File: config.mk
export PLATFORM = sky130hd
export DESIGN_NAME = dtf_training
export DESIGN_NICKNAME = d
export VERILOG_FILES = /design/src/dtf_pkg.sv /design/src/dtf_training.sv
export VERILOG_INCLUDE_DIRS = /design/src
export SDC_FILE = /design/constraint.sdc
export NUM_CORES = 2
export LEC_CHECK = 0
export ABC_AREA = 1
export ABC_CLOCK_PERIOD_IN_PS = 122800
export BUFFER_PORTS_ARGS = -buffer_cell sky130_fd_sc_hd__buf_2
export CAP_MARGIN = 25
export CORE_UTILIZATION = 27
export DETAILED_ROUTE_END_ITERATION = 10
export PLACE_DENSITY_LB_ADDON = 0.15
export SLEW_MARGIN = 15
export SYNTH_ARGS = -nofsm -noshare
export SYNTH_HDL_FRONTEND = slang
export SYNTH_SLANG_ARGS = --single-unit
File: constraint.sdc
create_clock -name clock -period 122.8 [get_ports clock]
set_input_delay 24.56 -clock clock [delete_from_list [all_inputs] [get_ports clock]]
set_output_delay 24.56 -clock clock [all_outputs]
set_load 0.02 [all_outputs]
File: src/dtf_defs.svh
// Constants of the DRAM training FIFO and read DQ calibration block.
// Assumes a single 40 MHz clock domain and a classic Wishbone register port.
`ifndef DTF_DEFS_SVH
`define DTF_DEFS_SVH

// Register byte offsets
`define DTF_OFS_PAT_FIRST 8'h00
`define DTF_OFS_PAT_SECOND 8'h04
`define DTF_OFS_INV_MASK0 8'h08
`define DTF_OFS_INV_MASK1 8'h0c
`define DTF_OFS_TERM_CFG 8'h10
`define DTF_OFS_LATENCY 8'h14
`define DTF_OFS_MASK_CFG 8'h18
`define DTF_OFS_STATUS 8'h1c

// Reset values
`define DTF_RST_PAT_FIRST 8'h5a
`define DTF_RST_PAT_SECOND 8'h3c
`define DTF_RST_INV_MASK 8'h55
`define DTF_RST_TERM_CFG 3'h0
`define DTF_RST_RL 6'h06
`define DTF_RST_WL 6'h04
`define DTF_RST_MASK_CFG 3'h0

// Field positions
`define DTF_LAT_WL_LSB 8
`define DTF_STAT_RDPTR_LSB 4
`define DTF_STAT_WRCNT_LSB 8
`define DTF_STAT_ERR_BIT 16
`define DTF_STAT_BUSY_BIT 17

// Command encodings
`define DTF_MPC_HEAD 5'h00
`define DTF_CAS2_HEAD 5'h12
`define DTF_OP_RDFIFO 6'h01
`define DTF_OP_RDCAL 6'h03
`define DTF_OP_WRFIFO 6'h07

// Sizes and counts
`define DTF_FIFO_DEPTH 5
`define DTF_LAST_ENTRY 3'h4
`define DTF_BURST 16
`define DTF_LAST_BEAT 4'hf
`define DTF_LINE 64

`endif

File: src/dtf_pkg.sv
// Types of the DRAM training FIFO and read DQ calibration block.
// Assumes dtf_defs.svh for sizes.
`include "dtf_defs.svh"

package dtf_pkg;

    typedef enum logic [3:0] {
        CMD_IDLE = 4'b0001,
        CMD_MPC_OP = 4'b0010,
        CMD_CAS_HEAD = 4'b0100,
        CMD_CAS_TAIL = 4'b1000
    } dtf_cmd_t;

    typedef enum logic [1:0] {
        KIND_RDFIFO = 2'h0,
        KIND_RDCAL = 2'h1,
        KIND_WRFIFO = 2'h2
    } dtf_kind_t;

    typedef struct packed {
        logic ack;
        logic [31:0] rdata;
        logic [7:0] patFirst;
        logic [7:0] patSecond;
        logic [7:0] invMask0;
        logic [7:0] invMask1;
        logic [2:0] termCfg;
        logic [5:0] readLat;
        logic [5:0] writeLat;
        logic [2:0] maskCfg;
        logic protoErr;
        dtf_cmd_t cmdState;
        logic op6;
        dtf_kind_t kind;
        logic [`DTF_LINE-1:0] rdFifoLine;
        logic [`DTF_LINE-1:0] rdCalLine;
        logic [`DTF_LINE-1:0] wrLine;
        logic [2:0] wrPtr;
        logic [2:0] rdPtr;
        logic [2:0] wrCount;
        logic [2:0] wrIdx;
        logic [2:0] rdIdx;
        logic [2:0] wrCur;
        logic [2:0] rdCur;
        logic wrActive;
        logic [3:0] wrPos;
        logic rdActive;
        logic rdCal;
        logic [3:0] rdPos;
        logic [`DTF_FIFO_DEPTH-1:0][`DTF_BURST-1:0][17:0] mem;
        logic [15:0] dqOut;
        logic dqOeN;
        logic [1:0] maskOut;
        logic maskOeN;
        logic readValid;
    } dtf_state_t;

endpackage : dtf_pkg

File: src/dtf_training.sv
// Training FIFO and read DQ calibration logic of a low-power DRAM channel.
// Assumes command, clock enable and data pins are sampled on the same clock as
// the controller drives them; one data beat per clock; registers over Wishbone.
// Notes on behaviour
// RQ1 - Write-FIFO accepted in any bank or refresh state while clock enable high.
// RQ2 - Repeated training commands need only the column-to-column spacing.
// RQ3 - Read-FIFO returns data with ordinary read latency and timing.
// RQ4 - Read pointer advances per read-FIFO, wraps after five; contents never corrupted.
// RQ5 - Read-FIFO of unwritten entries returns undefined data.
// RQ6 - Controller drives second-cycle column operands low after training commands.
// RQ7 - Mask/inversion lanes driven during read-FIFO when inversion or masking enabled.
// RQ8 - Controller waits read-to-training delay after read-FIFO before reads.
// RQ9 - Controller waits write-to-training delay after writes before write-FIFO.
// RQ10 - Only training mode writes between write-FIFO and read-FIFO; other pairs forbidden.
// RQ11 - Write to calibration and write-FIFO to read-FIFO spacing as computed.
// RQ12 - Read-to-training delay formula applies between reads and training commands.
// RQ13 - Read-FIFO to write-FIFO spacing without termination as computed.
// RQ14 - Read-FIFO to write-FIFO spacing with termination as computed.
// RQ15 - Calibration drives 16-bit pattern on all lanes, first register first.
// RQ16 - Calibration pattern inverted per data pin by two invert masks.
// RQ17 - Never invert mask lanes; no bus inversion during calibration.
// RQ18 - Each pattern byte sent least significant bit first.
// RQ19 - Mask zero bits map pins 0-7; mask one bits map pins 8-15.
// RQ20 - Operand 1000001b is read-FIFO, always a 16-beat burst.
// RQ21 - Separate five-entry circular write and read indices.
`timescale 1ns/1ps
`default_nettype none
`include "dtf_defs.svh"

module dtf_training (
    // Clock and reset
    input wire logic clock,
    input wire logic rst,
    // Wishbone slave
    input wire logic wbCyc,
    input wire logic wbStb,
    input wire logic wbWe,
    input wire logic [7:0] wbAdr,
    input wire logic [3:0] wbSel,
    input wire logic [31:0] wbDatW,
    output logic [31:0] wbDatR,
    output logic wbAck,
    // Command bus
    input wire logic cke,
    input wire logic cmdCs,
    input wire logic [5:0] cmdCa,
    // Data lanes
    input wire logic [15:0] dqIn,
    input wire logic [1:0] maskInversionLaneIn,
    output logic [15:0] dqOut,
    output logic dqOeN,
    output logic [1:0] maskInversionLaneOut,
    output logic maskInversionLaneOeN,
    output logic readValid
);

    dtf_pkg::dtf_state_t s_reg;
    dtf_pkg::dtf_state_t s_next;

    // All next-state logic in one place
    always_comb
    begin
        logic busWrite;
        logic errSet;
        logic errClr;
        logic startRdFifo;
        logic startRdCal;
        logic startWr;
        logic rdFire;
        logic calFire;
        logic wrFire;
        logic patBit;
        logic [31:0] rdMux;
        busWrite = 1'b0;
        errSet = 1'b0;
        errClr = 1'b0;
        startRdFifo = 1'b0;
        startRdCal = 1'b0;
        startWr = 1'b0;
        rdFire = 1'b0;
        calFire = 1'b0;
        wrFire = 1'b0;
        patBit = 1'b0;
        rdMux = 32'h0000_0000;
        s_next = s_reg;

        // Wishbone: one wait state; a write lands at the edge where the master sees ack
        s_next.ack = wbCyc & wbStb & ~s_reg.ack;
        busWrite = wbCyc & wbStb & wbWe & s_reg.ack;
        if (busWrite && wbSel[0])
        begin
            if (wbAdr == `DTF_OFS_PAT_FIRST)
                s_next.patFirst = wbDatW[7:0];
            else if (wbAdr == `DTF_OFS_PAT_SECOND)
                s_next.patSecond = wbDatW[7:0];
            else if (wbAdr == `DTF_OFS_INV_MASK0)
                s_next.invMask0 = wbDatW[7:0];
            else if (wbAdr == `DTF_OFS_INV_MASK1)
                s_next.invMask1 = wbDatW[7:0];
            else if (wbAdr == `DTF_OFS_TERM_CFG)
                s_next.termCfg = wbDatW[2:0];
            else if (wbAdr == `DTF_OFS_LATENCY)
                s_next.readLat = wbDatW[5:0];
            else if (wbAdr == `DTF_OFS_MASK_CFG)
                s_next.maskCfg = wbDatW[2:0];
        end
        if (busWrite && wbSel[1] && wbAdr == `DTF_OFS_LATENCY)
            s_next.writeLat = wbDatW[`DTF_LAT_WL_LSB +: 6];
        errClr = busWrite && wbSel[2] && wbAdr == `DTF_OFS_STATUS && wbDatW[`DTF_STAT_ERR_BIT];

        // Read mux; unmapped offsets read zero
        if (wbAdr == `DTF_OFS_PAT_FIRST)
            rdMux = {24'h00_0000, s_reg.patFirst};
        else if (wbAdr == `DTF_OFS_PAT_SECOND)
            rdMux = {24'h00_0000, s_reg.patSecond};
        else if (wbAdr == `DTF_OFS_INV_MASK0)
            rdMux = {24'h00_0000, s_reg.invMask0};
        else if (wbAdr == `DTF_OFS_INV_MASK1)
            rdMux = {24'h00_0000, s_reg.invMask1};
        else if (wbAdr == `DTF_OFS_TERM_CFG)
            rdMux = {29'h0000_0000, s_reg.termCfg};
        else if (wbAdr == `DTF_OFS_LATENCY)
            rdMux = {18'h0_0000, s_reg.writeLat, 2'h0, s_reg.readLat};
        else if (wbAdr == `DTF_OFS_MASK_CFG)
            rdMux = {29'h0000_0000, s_reg.maskCfg};
        else if (wbAdr == `DTF_OFS_STATUS)
            rdMux = {14'h0000, s_reg.rdActive | s_reg.wrActive, s_reg.protoErr,
                     5'h00, s_reg.wrCount, 1'b0, s_reg.rdPtr, 1'b0, s_reg.wrPtr};
        s_next.rdata = (wbCyc & wbStb & ~s_reg.ack) ? rdMux : 32'h0000_0000;

        // Command decode; clock enable low abandons a sequence
        case (s_reg.cmdState)
            dtf_pkg::CMD_IDLE:
            begin
                if (cke && cmdCs && cmdCa[4:0] == `DTF_MPC_HEAD)
                begin
                    s_next.op6 = cmdCa[5];
                    s_next.cmdState = dtf_pkg::CMD_MPC_OP;
                end
            end
            dtf_pkg::CMD_MPC_OP:
            begin
                s_next.cmdState = dtf_pkg::CMD_IDLE;
                // Accepted whatever the bank or refresh state, only clock enable counts
                if (cke && s_reg.op6) // RQ1
                begin
                    if (cmdCa == `DTF_OP_RDFIFO) // RQ20
                    begin
                        s_next.kind = dtf_pkg::KIND_RDFIFO;
                        s_next.cmdState = dtf_pkg::CMD_CAS_HEAD;
                    end
                    else if (cmdCa == `DTF_OP_RDCAL)
                    begin
                        s_next.kind = dtf_pkg::KIND_RDCAL;
                        s_next.cmdState = dtf_pkg::CMD_CAS_HEAD;
                    end
                    else if (cmdCa == `DTF_OP_WRFIFO)
                    begin
                        s_next.kind = dtf_pkg::KIND_WRFIFO;
                        s_next.cmdState = dtf_pkg::CMD_CAS_HEAD;
                    end
                end
            end
            dtf_pkg::CMD_CAS_HEAD:
            begin
                s_next.cmdState = dtf_pkg::CMD_IDLE;
                if (cke && cmdCs && cmdCa[4:0] == `DTF_CAS2_HEAD)
                begin
                    errSet = cmdCa[5]; // RQ6
                    s_next.cmdState = dtf_pkg::CMD_CAS_TAIL;
                end
                else
                    errSet = 1'b1; // Column command missing: training dropped
            end
            dtf_pkg::CMD_CAS_TAIL:
            begin
                s_next.cmdState = dtf_pkg::CMD_IDLE;
                if (cke)
                begin
                    errSet = (cmdCa != 6'h00); // RQ6
                    startRdFifo = (s_reg.kind == dtf_pkg::KIND_RDFIFO);
                    startRdCal = (s_reg.kind == dtf_pkg::KIND_RDCAL);
                    startWr = (s_reg.kind == dtf_pkg::KIND_WRFIFO);
                end
            end
            default:
                s_next.cmdState = dtf_pkg::CMD_IDLE;
        endcase
        // Hardware set wins over a software clear in the same cycle
        s_next.protoErr = (s_reg.protoErr & ~errClr) | errSet;

        // Command-side indices move on every accepted read-FIFO or write-FIFO command
        if (startRdFifo)
            s_next.rdPtr = (s_reg.rdPtr == `DTF_LAST_ENTRY) ? 3'h0 : s_reg.rdPtr + 3'h1; // RQ4 RQ21
        if (startWr)
        begin
            s_next.wrPtr = (s_reg.wrPtr == `DTF_LAST_ENTRY) ? 3'h0 : s_reg.wrPtr + 3'h1; // RQ21
            if (s_reg.wrCount != `DTF_LAST_ENTRY + 3'h1)
                s_next.wrCount = s_reg.wrCount + 3'h1;
        end

        // Latency lines; each command rides its own bit so seamless commands overlap
        s_next.rdFifoLine = {s_reg.rdFifoLine[`DTF_LINE-2:0], startRdFifo};
        s_next.rdCalLine = {s_reg.rdCalLine[`DTF_LINE-2:0], startRdCal};
        s_next.wrLine = {s_reg.wrLine[`DTF_LINE-2:0], startWr};
        rdFire = s_reg.rdFifoLine[s_reg.readLat]; // RQ3
        calFire = s_reg.rdCalLine[s_reg.readLat]; // RQ3
        wrFire = s_reg.wrLine[s_reg.writeLat];

        // Read burst engine; a new burst at the last beat makes them seamless
        if (rdFire || calFire)
        begin
            s_next.rdActive = 1'b1;
            s_next.rdCal = calFire;
            s_next.rdPos = 4'h0; // RQ2
            if (rdFire)
            begin
                s_next.rdCur = s_reg.rdIdx;
                s_next.rdIdx = (s_reg.rdIdx == `DTF_LAST_ENTRY) ? 3'h0 : s_reg.rdIdx + 3'h1; // RQ4
            end
        end
        else if (s_reg.rdActive)
        begin
            s_next.rdPos = s_reg.rdPos + 4'h1;
            if (s_reg.rdPos == `DTF_LAST_BEAT) // RQ20
                s_next.rdActive = 1'b0;
        end

        // Write burst engine captures 16 beats into the chosen entry
        if (s_reg.wrActive)
        begin
            s_next.mem[s_reg.wrCur][s_reg.wrPos] = {maskInversionLaneIn, dqIn};
            s_next.wrPos = s_reg.wrPos + 4'h1;
            if (s_reg.wrPos == `DTF_LAST_BEAT)
                s_next.wrActive = 1'b0;
        end
        if (wrFire)
        begin
            s_next.wrActive = 1'b1;
            s_next.wrPos = 4'h0;
            s_next.wrCur = s_reg.wrIdx;
            s_next.wrIdx = (s_reg.wrIdx == `DTF_LAST_ENTRY) ? 3'h0 : s_reg.wrIdx + 3'h1; // RQ21
        end

        // Output beat; the FIFO is only read, so repeated reads keep it intact
        s_next.readValid = s_reg.rdActive;
        s_next.dqOeN = ~s_reg.rdActive;
        s_next.dqOut = 16'h0000;
        s_next.maskOut = 2'h0;
        s_next.maskOeN = 1'b1;
        if (s_reg.rdActive && s_reg.rdCal)
        begin
            // Low bit first, first pattern byte before the second
            patBit = s_reg.rdPos[3] ? s_reg.patSecond[s_reg.rdPos[2:0]] : s_reg.patFirst[s_reg.rdPos[2:0]]; // RQ15 RQ18
            for (int i = 0; i < 8; i++)
            begin
                s_next.dqOut[i] = patBit ^ s_reg.invMask0[i]; // RQ16 RQ19
                s_next.dqOut[i + 8] = patBit ^ s_reg.invMask1[i]; // RQ16 RQ19
            end
            // Mask lanes carry the raw pattern; read inversion is not applied
            s_next.maskOut = {patBit, patBit}; // RQ15 RQ17
            s_next.maskOeN = (s_reg.maskCfg == 3'h0);
        end
        else if (s_reg.rdActive)
        begin
            // Unwritten entries give whatever the storage holds
            s_next.dqOut = s_reg.mem[s_reg.rdCur][s_reg.rdPos][15:0]; // RQ5
            s_next.maskOut = s_reg.mem[s_reg.rdCur][s_reg.rdPos][17:16];
            s_next.maskOeN = (s_reg.maskCfg == 3'h0); // RQ7
        end
    end

    // State register; the FIFO storage clears on reset as well
    always_ff @(posedge clock or posedge rst)
    begin
        if (rst)
        begin
            s_reg <= '0;
            s_reg.patFirst <= `DTF_RST_PAT_FIRST;
            s_reg.patSecond <= `DTF_RST_PAT_SECOND;
            s_reg.invMask0 <= `DTF_RST_INV_MASK;
            s_reg.invMask1 <= `DTF_RST_INV_MASK;
            s_reg.termCfg <= `DTF_RST_TERM_CFG;
            s_reg.readLat <= `DTF_RST_RL;
            s_reg.writeLat <= `DTF_RST_WL;
            s_reg.maskCfg <= `DTF_RST_MASK_CFG;
            s_reg.cmdState <= dtf_pkg::CMD_IDLE;
            s_reg.kind <= dtf_pkg::KIND_RDFIFO;
            s_reg.dqOeN <= 1'b1;
            s_reg.maskOeN <= 1'b1;
        end
        else
        begin
            s_reg <= s_next;
        end
    end

    // Outputs straight from the state register
    assign wbDatR = s_reg.rdata;
    assign wbAck = s_reg.ack;
    assign dqOut = s_reg.dqOut;
    assign dqOeN = s_reg.dqOeN;
    assign maskInversionLaneOut = s_reg.maskOut;
    assign maskInversionLaneOeN = s_reg.maskOeN;
    assign readValid = s_reg.readValid;

endmodule : dtf_training
`default_nettype wire

==> run_summary.xml <==
<?xml version="1.0" encoding="UTF-8"?>
<metrics>
  <group name="clock_network">
    <metric name="cts_max_path_buffers" unit="">3</metric>
    <metric name="postCtsHoldBufs" unit="">0</metric>
    <metric name="insertion_delay" unit="ns">0.85</metric>
    <metric name="clock_tree_root" unit="">sky130_fd_sc_hd__clkbuf_16</metric>
    <metric name="worst_setup_hold_path_clk_slew" unit="ns">0.06</metric>
    <metric name="postCtsSetupRepairBufs" unit="">0</metric>
    <metric name="resized_gates_after_cts" unit="">0</metric>
    <metric name="cts_tree" unit="">yes</metric>
    <metric name="cts_inserted_buffers" unit="">202</metric>
    <metric name="level_count_of_the_clock_h_tree" unit="">4</metric>
    <metric name="tritoncts_num_sinks" unit="">1760</metric>
  </group>
  <group name="layout">
    <metric name="finalNetCount" unit="">9212</metric>
    <metric name="layout.cells.most_common" unit="">sky130_fd_sc_hd__nand2_1</metric>
    <metric name="final-instance-count-excl-fill" unit="">13074</metric>
    <metric name="areaGrowthSynthToFinish" unit="%">12.36</metric>
    <metric name="largest_register_ffs" unit="">1532</metric>
    <metric name="most-common-layout-cells" unit="">sky130_fd_sc_hd__nand2_1 (2885), sky130_fd_sc_hd__dfrtp_1 (1733), sky130_fd_sc_hd__o21ai_0 (1274)</metric>
    <metric name="drive_above_1_share" unit="">0.07247</metric>
  </group>
  <group name="min_path">
    <metric name="timing.hold.worst_endpoint" unit="">s_next[1656]</metric>
    <metric name="min_path_type" unit="">flop to flop</metric>
    <metric name="hold_path_depth" unit="">0</metric>
    <metric name="hold_path_start" unit="">s_next[1655]</metric>
  </group>
  <group name="drt">
    <metric name="initialDrtViolationCount" unit="">5911</metric>
    <metric name="postRouteWirelength" unit="um">268700</metric>
    <metric name="drt_first_pass_iters" unit="">6</metric>
    <metric name="viasPerCell" unit="">4.871</metric>
    <metric name="vias" unit="">63680</metric>
    <metric name="wl_per_cell" unit="um">20.55</metric>
    <metric name="route.detailed.drc" unit="">0</metric>
    <metric name="route.antenna.remaining_nets" unit="">0</metric>
  </group>
  <group name="power_and_ir_drop">
    <metric name="pwr_density_cell" unit="nW/um^2">18.76</metric>
    <metric name="power.static_leakage" unit="nW">41.61</metric>
    <metric name="internal_power" unit="W">0.001045</metric>
    <metric name="power.switching" unit="W">0.0006059</metric>
    <metric name="worst_ir_drop_vdd" unit="mV">0.02578</metric>
    <metric name="share_comb_of_total_power" unit="">0.270</metric>
    <metric name="share_clk_of_total_power" unit="">0.363</metric>
    <metric name="power.share.switching" unit="">0.3670</metric>
    <metric name="total_power" unit="W">0.001651</metric>
    <metric name="share_seq_of_total_power" unit="">0.367</metric>
  </group>
  <group name="synthesis">
    <metric name="yosys.area.top_type_share" unit="">0.5552</metric>
    <metric name="synth_ff_type" unit="">sky130_fd_sc_hd__dfrtp_1</metric>
    <metric name="synthTopCellsByArea" unit="">sky130_fd_sc_hd__dfrtp_1 (56%), sky130_fd_sc_hd__nand2_1 (14%), sky130_fd_sc_hd__o21ai_0 (8.1%)</metric>
    <metric name="syn-cell-area" unit="um^2">78340</metric>
    <metric name="ys_types" unit="">45</metric>
    <metric name="synth-edff-count" unit="">0</metric>
    <metric name="synthCells" unit="">9447</metric>
    <metric name="async_set_or_reset_register_ratio_after_synthesis" unit="">1.000</metric>
    <metric name="synth.ff_latch_count" unit="">1760</metric>
    <metric name="warning_count_from_the_yosys_run" unit="">0</metric>
    <metric name="netlist.top_cell.by_area" unit="">sky130_fd_sc_hd__dfrtp_1</metric>
    <metric name="yosysSeqAreaShare" unit="">0.5626</metric>
    <metric name="synthesized_area_per_cell" unit="um^2">8.292</metric>
  </group>
  <group name="outcome">
    <metric name="outcome" unit="">finished clean</metric>
  </group>
  <group name="worst_setup_path">
    <metric name="cp_cell_sequence" unit="">buf_2 -&gt; inv_8 -&gt; buf_12 -&gt; buf_4 -&gt; buf_4 -&gt; buf_12 -&gt; buf_4</metric>
    <metric name="cpPeakStageDelay" unit="ns">0.87</metric>
    <metric name="critical_path_arrival" unit="ns">29.37</metric>
    <metric name="cp-end-kind" unit="">async pin</metric>
    <metric name="ff2ff_path_depth" unit="">12</metric>
    <metric name="crit_slowest_cell" unit="">sky130_fd_sc_hd__buf_4</metric>
    <metric name="critPathTopFamily" unit="">buffers and inverters</metric>
    <metric name="critical_path.startpoint" unit="">rst</metric>
    <metric name="criticalPathCategory" unit="">input port to async pin</metric>
    <metric name="cp_max_fo" unit="">158</metric>
    <metric name="critical_path.reg2reg.startpoint" unit="">s_reg[1461]</metric>
    <metric name="timing.reg2reg.setup_slack" unit="ns">117.05</metric>
    <metric name="critical_path_buf_inv_count" unit="">7</metric>
    <metric name="critPathRequiredTime" unit="ns">123.63</metric>
    <metric name="r2r-end" unit="">dqOut[0]</metric>
    <metric name="cell_with_the_most_instances_on_the_worst_path" unit="">sky130_fd_sc_hd__buf_4</metric>
    <metric name="crit_path_start_kind" unit="">input port</metric>
  </group>
  <group name="global_routing">
    <metric name="grt_util_all_layers" unit="">0.1824</metric>
    <metric name="global_route_wire_length_before_repair" unit="um">406600</metric>
    <metric name="grt_max_degree" unit="">170</metric>
    <metric name="grt-ovfl-total" unit="">0</metric>
    <metric name="number_of_antenna_violations_at_the_first_check_in_global_routing" unit="">17</metric>
    <metric name="first_global_vias" unit="">61714</metric>
  </group>
  <group name="place">
    <metric name="place.detailed.instances" unit="">12691</metric>
    <metric name="routabilityCongestion" unit="">0.8054</metric>
    <metric name="post-dp-hpwl" unit="um">153000</metric>
    <metric name="place.port_buffers" unit="">94</metric>
  </group>
  <group name="sta">
    <metric name="hold-worst-slack" unit="ns">0.3685</metric>
    <metric name="period_needed" unit="ns">28.54</metric>
    <metric name="finalCritPeriodShare" unit="">0.2324</metric>
    <metric name="grt_setup_unrepaired" unit="">no</metric>
    <metric name="drv_slew" unit="">0</metric>
    <metric name="setup-tns-final" unit="ns">0</metric>
    <metric name="worstMarginPinSlew" unit="ns">1.229</metric>
    <metric name="achievable-frequency" unit="MHz">35.04</metric>
    <metric name="hold_violations" unit="">0</metric>
    <metric name="slew_headroom" unit="">0.1804</metric>
    <metric name="worst_clock_skew" unit="ns">0.02878</metric>
    <metric name="timing.final.setup_violations" unit="">0</metric>
  </group>
  <group name="floorplanning">
    <metric name="core_area" unit="um^2">288400</metric>
    <metric name="die_h" unit="um">540.6</metric>
    <metric name="floorplan.die.width" unit="um">540.6</metric>
    <metric name="io-pin-count" unit="">129</metric>
    <metric name="rows" unit="">197</metric>
    <metric name="fp.dieArea" unit="um^2">292300</metric>
    <metric name="initial_core_util" unit="">0.2716</metric>
  </group>
  <group name="flow_run">
    <metric name="drv.max_cap_violation_count" unit="">0</metric>
  </group>
</metrics>
-- area by class of cell --
class / count / area [um^2]
Tap cell: 3781 / 4731
Fill cell: 30786 / 200400
Inverter: 329 / 1289
Multi-Input combinational cell: 6578 / 29410
Timing Repair Buffer: 251 / 1919
Sequential cell: 1760 / 44080
Clock buffer: 328 / 6151
Antenna cell: 6 / 15.01
Clock inverter: 41 / 416.7
-- worst max-delay path by stage --
stage | end | slack, ns | depth (start not counted)
6_report | s_reg[166] | 94.26 | 7
5_1_grt | s_reg[166] | 93.57 | 7
4_1_cts | s_reg[171] | 94.10 | 7
3_5_place_dp | s_reg[166] | 93.16 | 7
3_3_place_gp | s_reg[166] | 93.28 | 7
2_1_floorplan | dqOut[0] | 48.59 | 1
-- power groups by stage --
stage / combinational [W] / clock (W) / sequential [W]
after detailed placement: 0.000448 / 0 / 0.000617
after CTS: 0.000449 / 0.000618 / 0.000606
after global routing: 0.000488 / 0.000639 / 0.000607
after global placement: 0.000450 / 0 / 0.000617
after floorplan: 0.000277 / 0 / 0.000610
final: 0.000446 / 0.000599 / 0.000606
-- per-layer routing --
layer	part of all wire	routed length, um	GRT usage
met2	0.45	121000	0.2899
met3	0.049	13270	0.02472
met5	0.000097	26	0
met1	0.47	126800	0.2576
met4	0.028	7583	0.05206
-- kinds of logic (layout without fill, tap and decap cells) --
group / Yosys count / in the layout / share of synthesized area
compound gates: 1968 / 1968 / 0.1284
xor+xnor: 9 / 9 / 0.001006
fa+ha+maj: 15 / 15 / 0.002396
buf+inv: 1124 / 949 / 0.06320
flops: 1760 / 1760 / 0.5626
mux: 6 / 6 / 0.0008624
other cells: 1 / 22 / 0.00004787
simple gates: 4564 / 4564 / 0.2415
-- worst register-to-register path: stages (launching register included) --
cell and delay (ns):
sky130_fd_sc_hd__dfrtp_4 0.73, sky130_fd_sc_hd__clkinv_8 0.62, sky130_fd_sc_hd__nor2_8 0.97, sky130_fd_sc_hd__buf_12 0.76
sky130_fd_sc_hd__buf_4 0.92, sky130_fd_sc_hd__nand2_1 0.18, sky130_fd_sc_hd__nand4_1 0.14, sky130_fd_sc_hd__nand2_1 0.07
sky130_fd_sc_hd__a21oi_1 0.54, sky130_fd_sc_hd__nand2_1 0.32, sky130_fd_sc_hd__nand2_1 0.13, sky130_fd_sc_hd__nand3_1 0.20
sky130_fd_sc_hd__nand2_1 0.12
-- synth_stat cells (2+ instances only) --
master and count:
sky130_fd_sc_hd__nand2_1 2894, sky130_fd_sc_hd__dfrtp_1 1738, sky130_fd_sc_hd__o21ai_0 1274, sky130_fd_sc_hd__nand3_1 968, sky130_fd_sc_hd__a21oi_1 509, sky130_fd_sc_hd__nor2_1 488, sky130_fd_sc_hd__clkbuf_1 413, sky130_fd_sc_hd__inv_1 313
sky130_fd_sc_hd__buf_2 247, sky130_fd_sc_hd__nand4_1 152, sky130_fd_sc_hd__o21ai_1 102, sky130_fd_sc_hd__buf_4 98, sky130_fd_sc_hd__o211ai_1 66, sky130_fd_sc_hd__buf_1 30, sky130_fd_sc_hd__nor2_2 23, sky130_fd_sc_hd__dfstp_2 22
sky130_fd_sc_hd__ha_1 15, sky130_fd_sc_hd__nand2_2 11, sky130_fd_sc_hd__inv_2 10, sky130_fd_sc_hd__nor3_1 9, sky130_fd_sc_hd__buf_6 7, sky130_fd_sc_hd__mux2_2 6, sky130_fd_sc_hd__nand3b_1 6, sky130_fd_sc_hd__xor2_1 6
sky130_fd_sc_hd__clkinv_1 5, sky130_fd_sc_hd__a211oi_1 4, sky130_fd_sc_hd__nor4_1 4, sky130_fd_sc_hd__o22ai_1 4, sky130_fd_sc_hd__or2_2 4, sky130_fd_sc_hd__xnor2_1 3, sky130_fd_sc_hd__nor2_8 2
-- stage by stage --
step / area, um^2 / utilization / worst slack (ns)
after floorplan: 78390 / - / 48.59
after global placement: 81220 / 0.2816 / 93.28
after detailed placement: 81240 / 0.2817 / 93.16
after CTS: 87810 / 0.3045 / 94.10
after global routing: 88010 / 0.3052 / 93.57
final: 88020 / 0.3052 / 94.26
No activity file was read; power rests on OpenSTA's default activity.
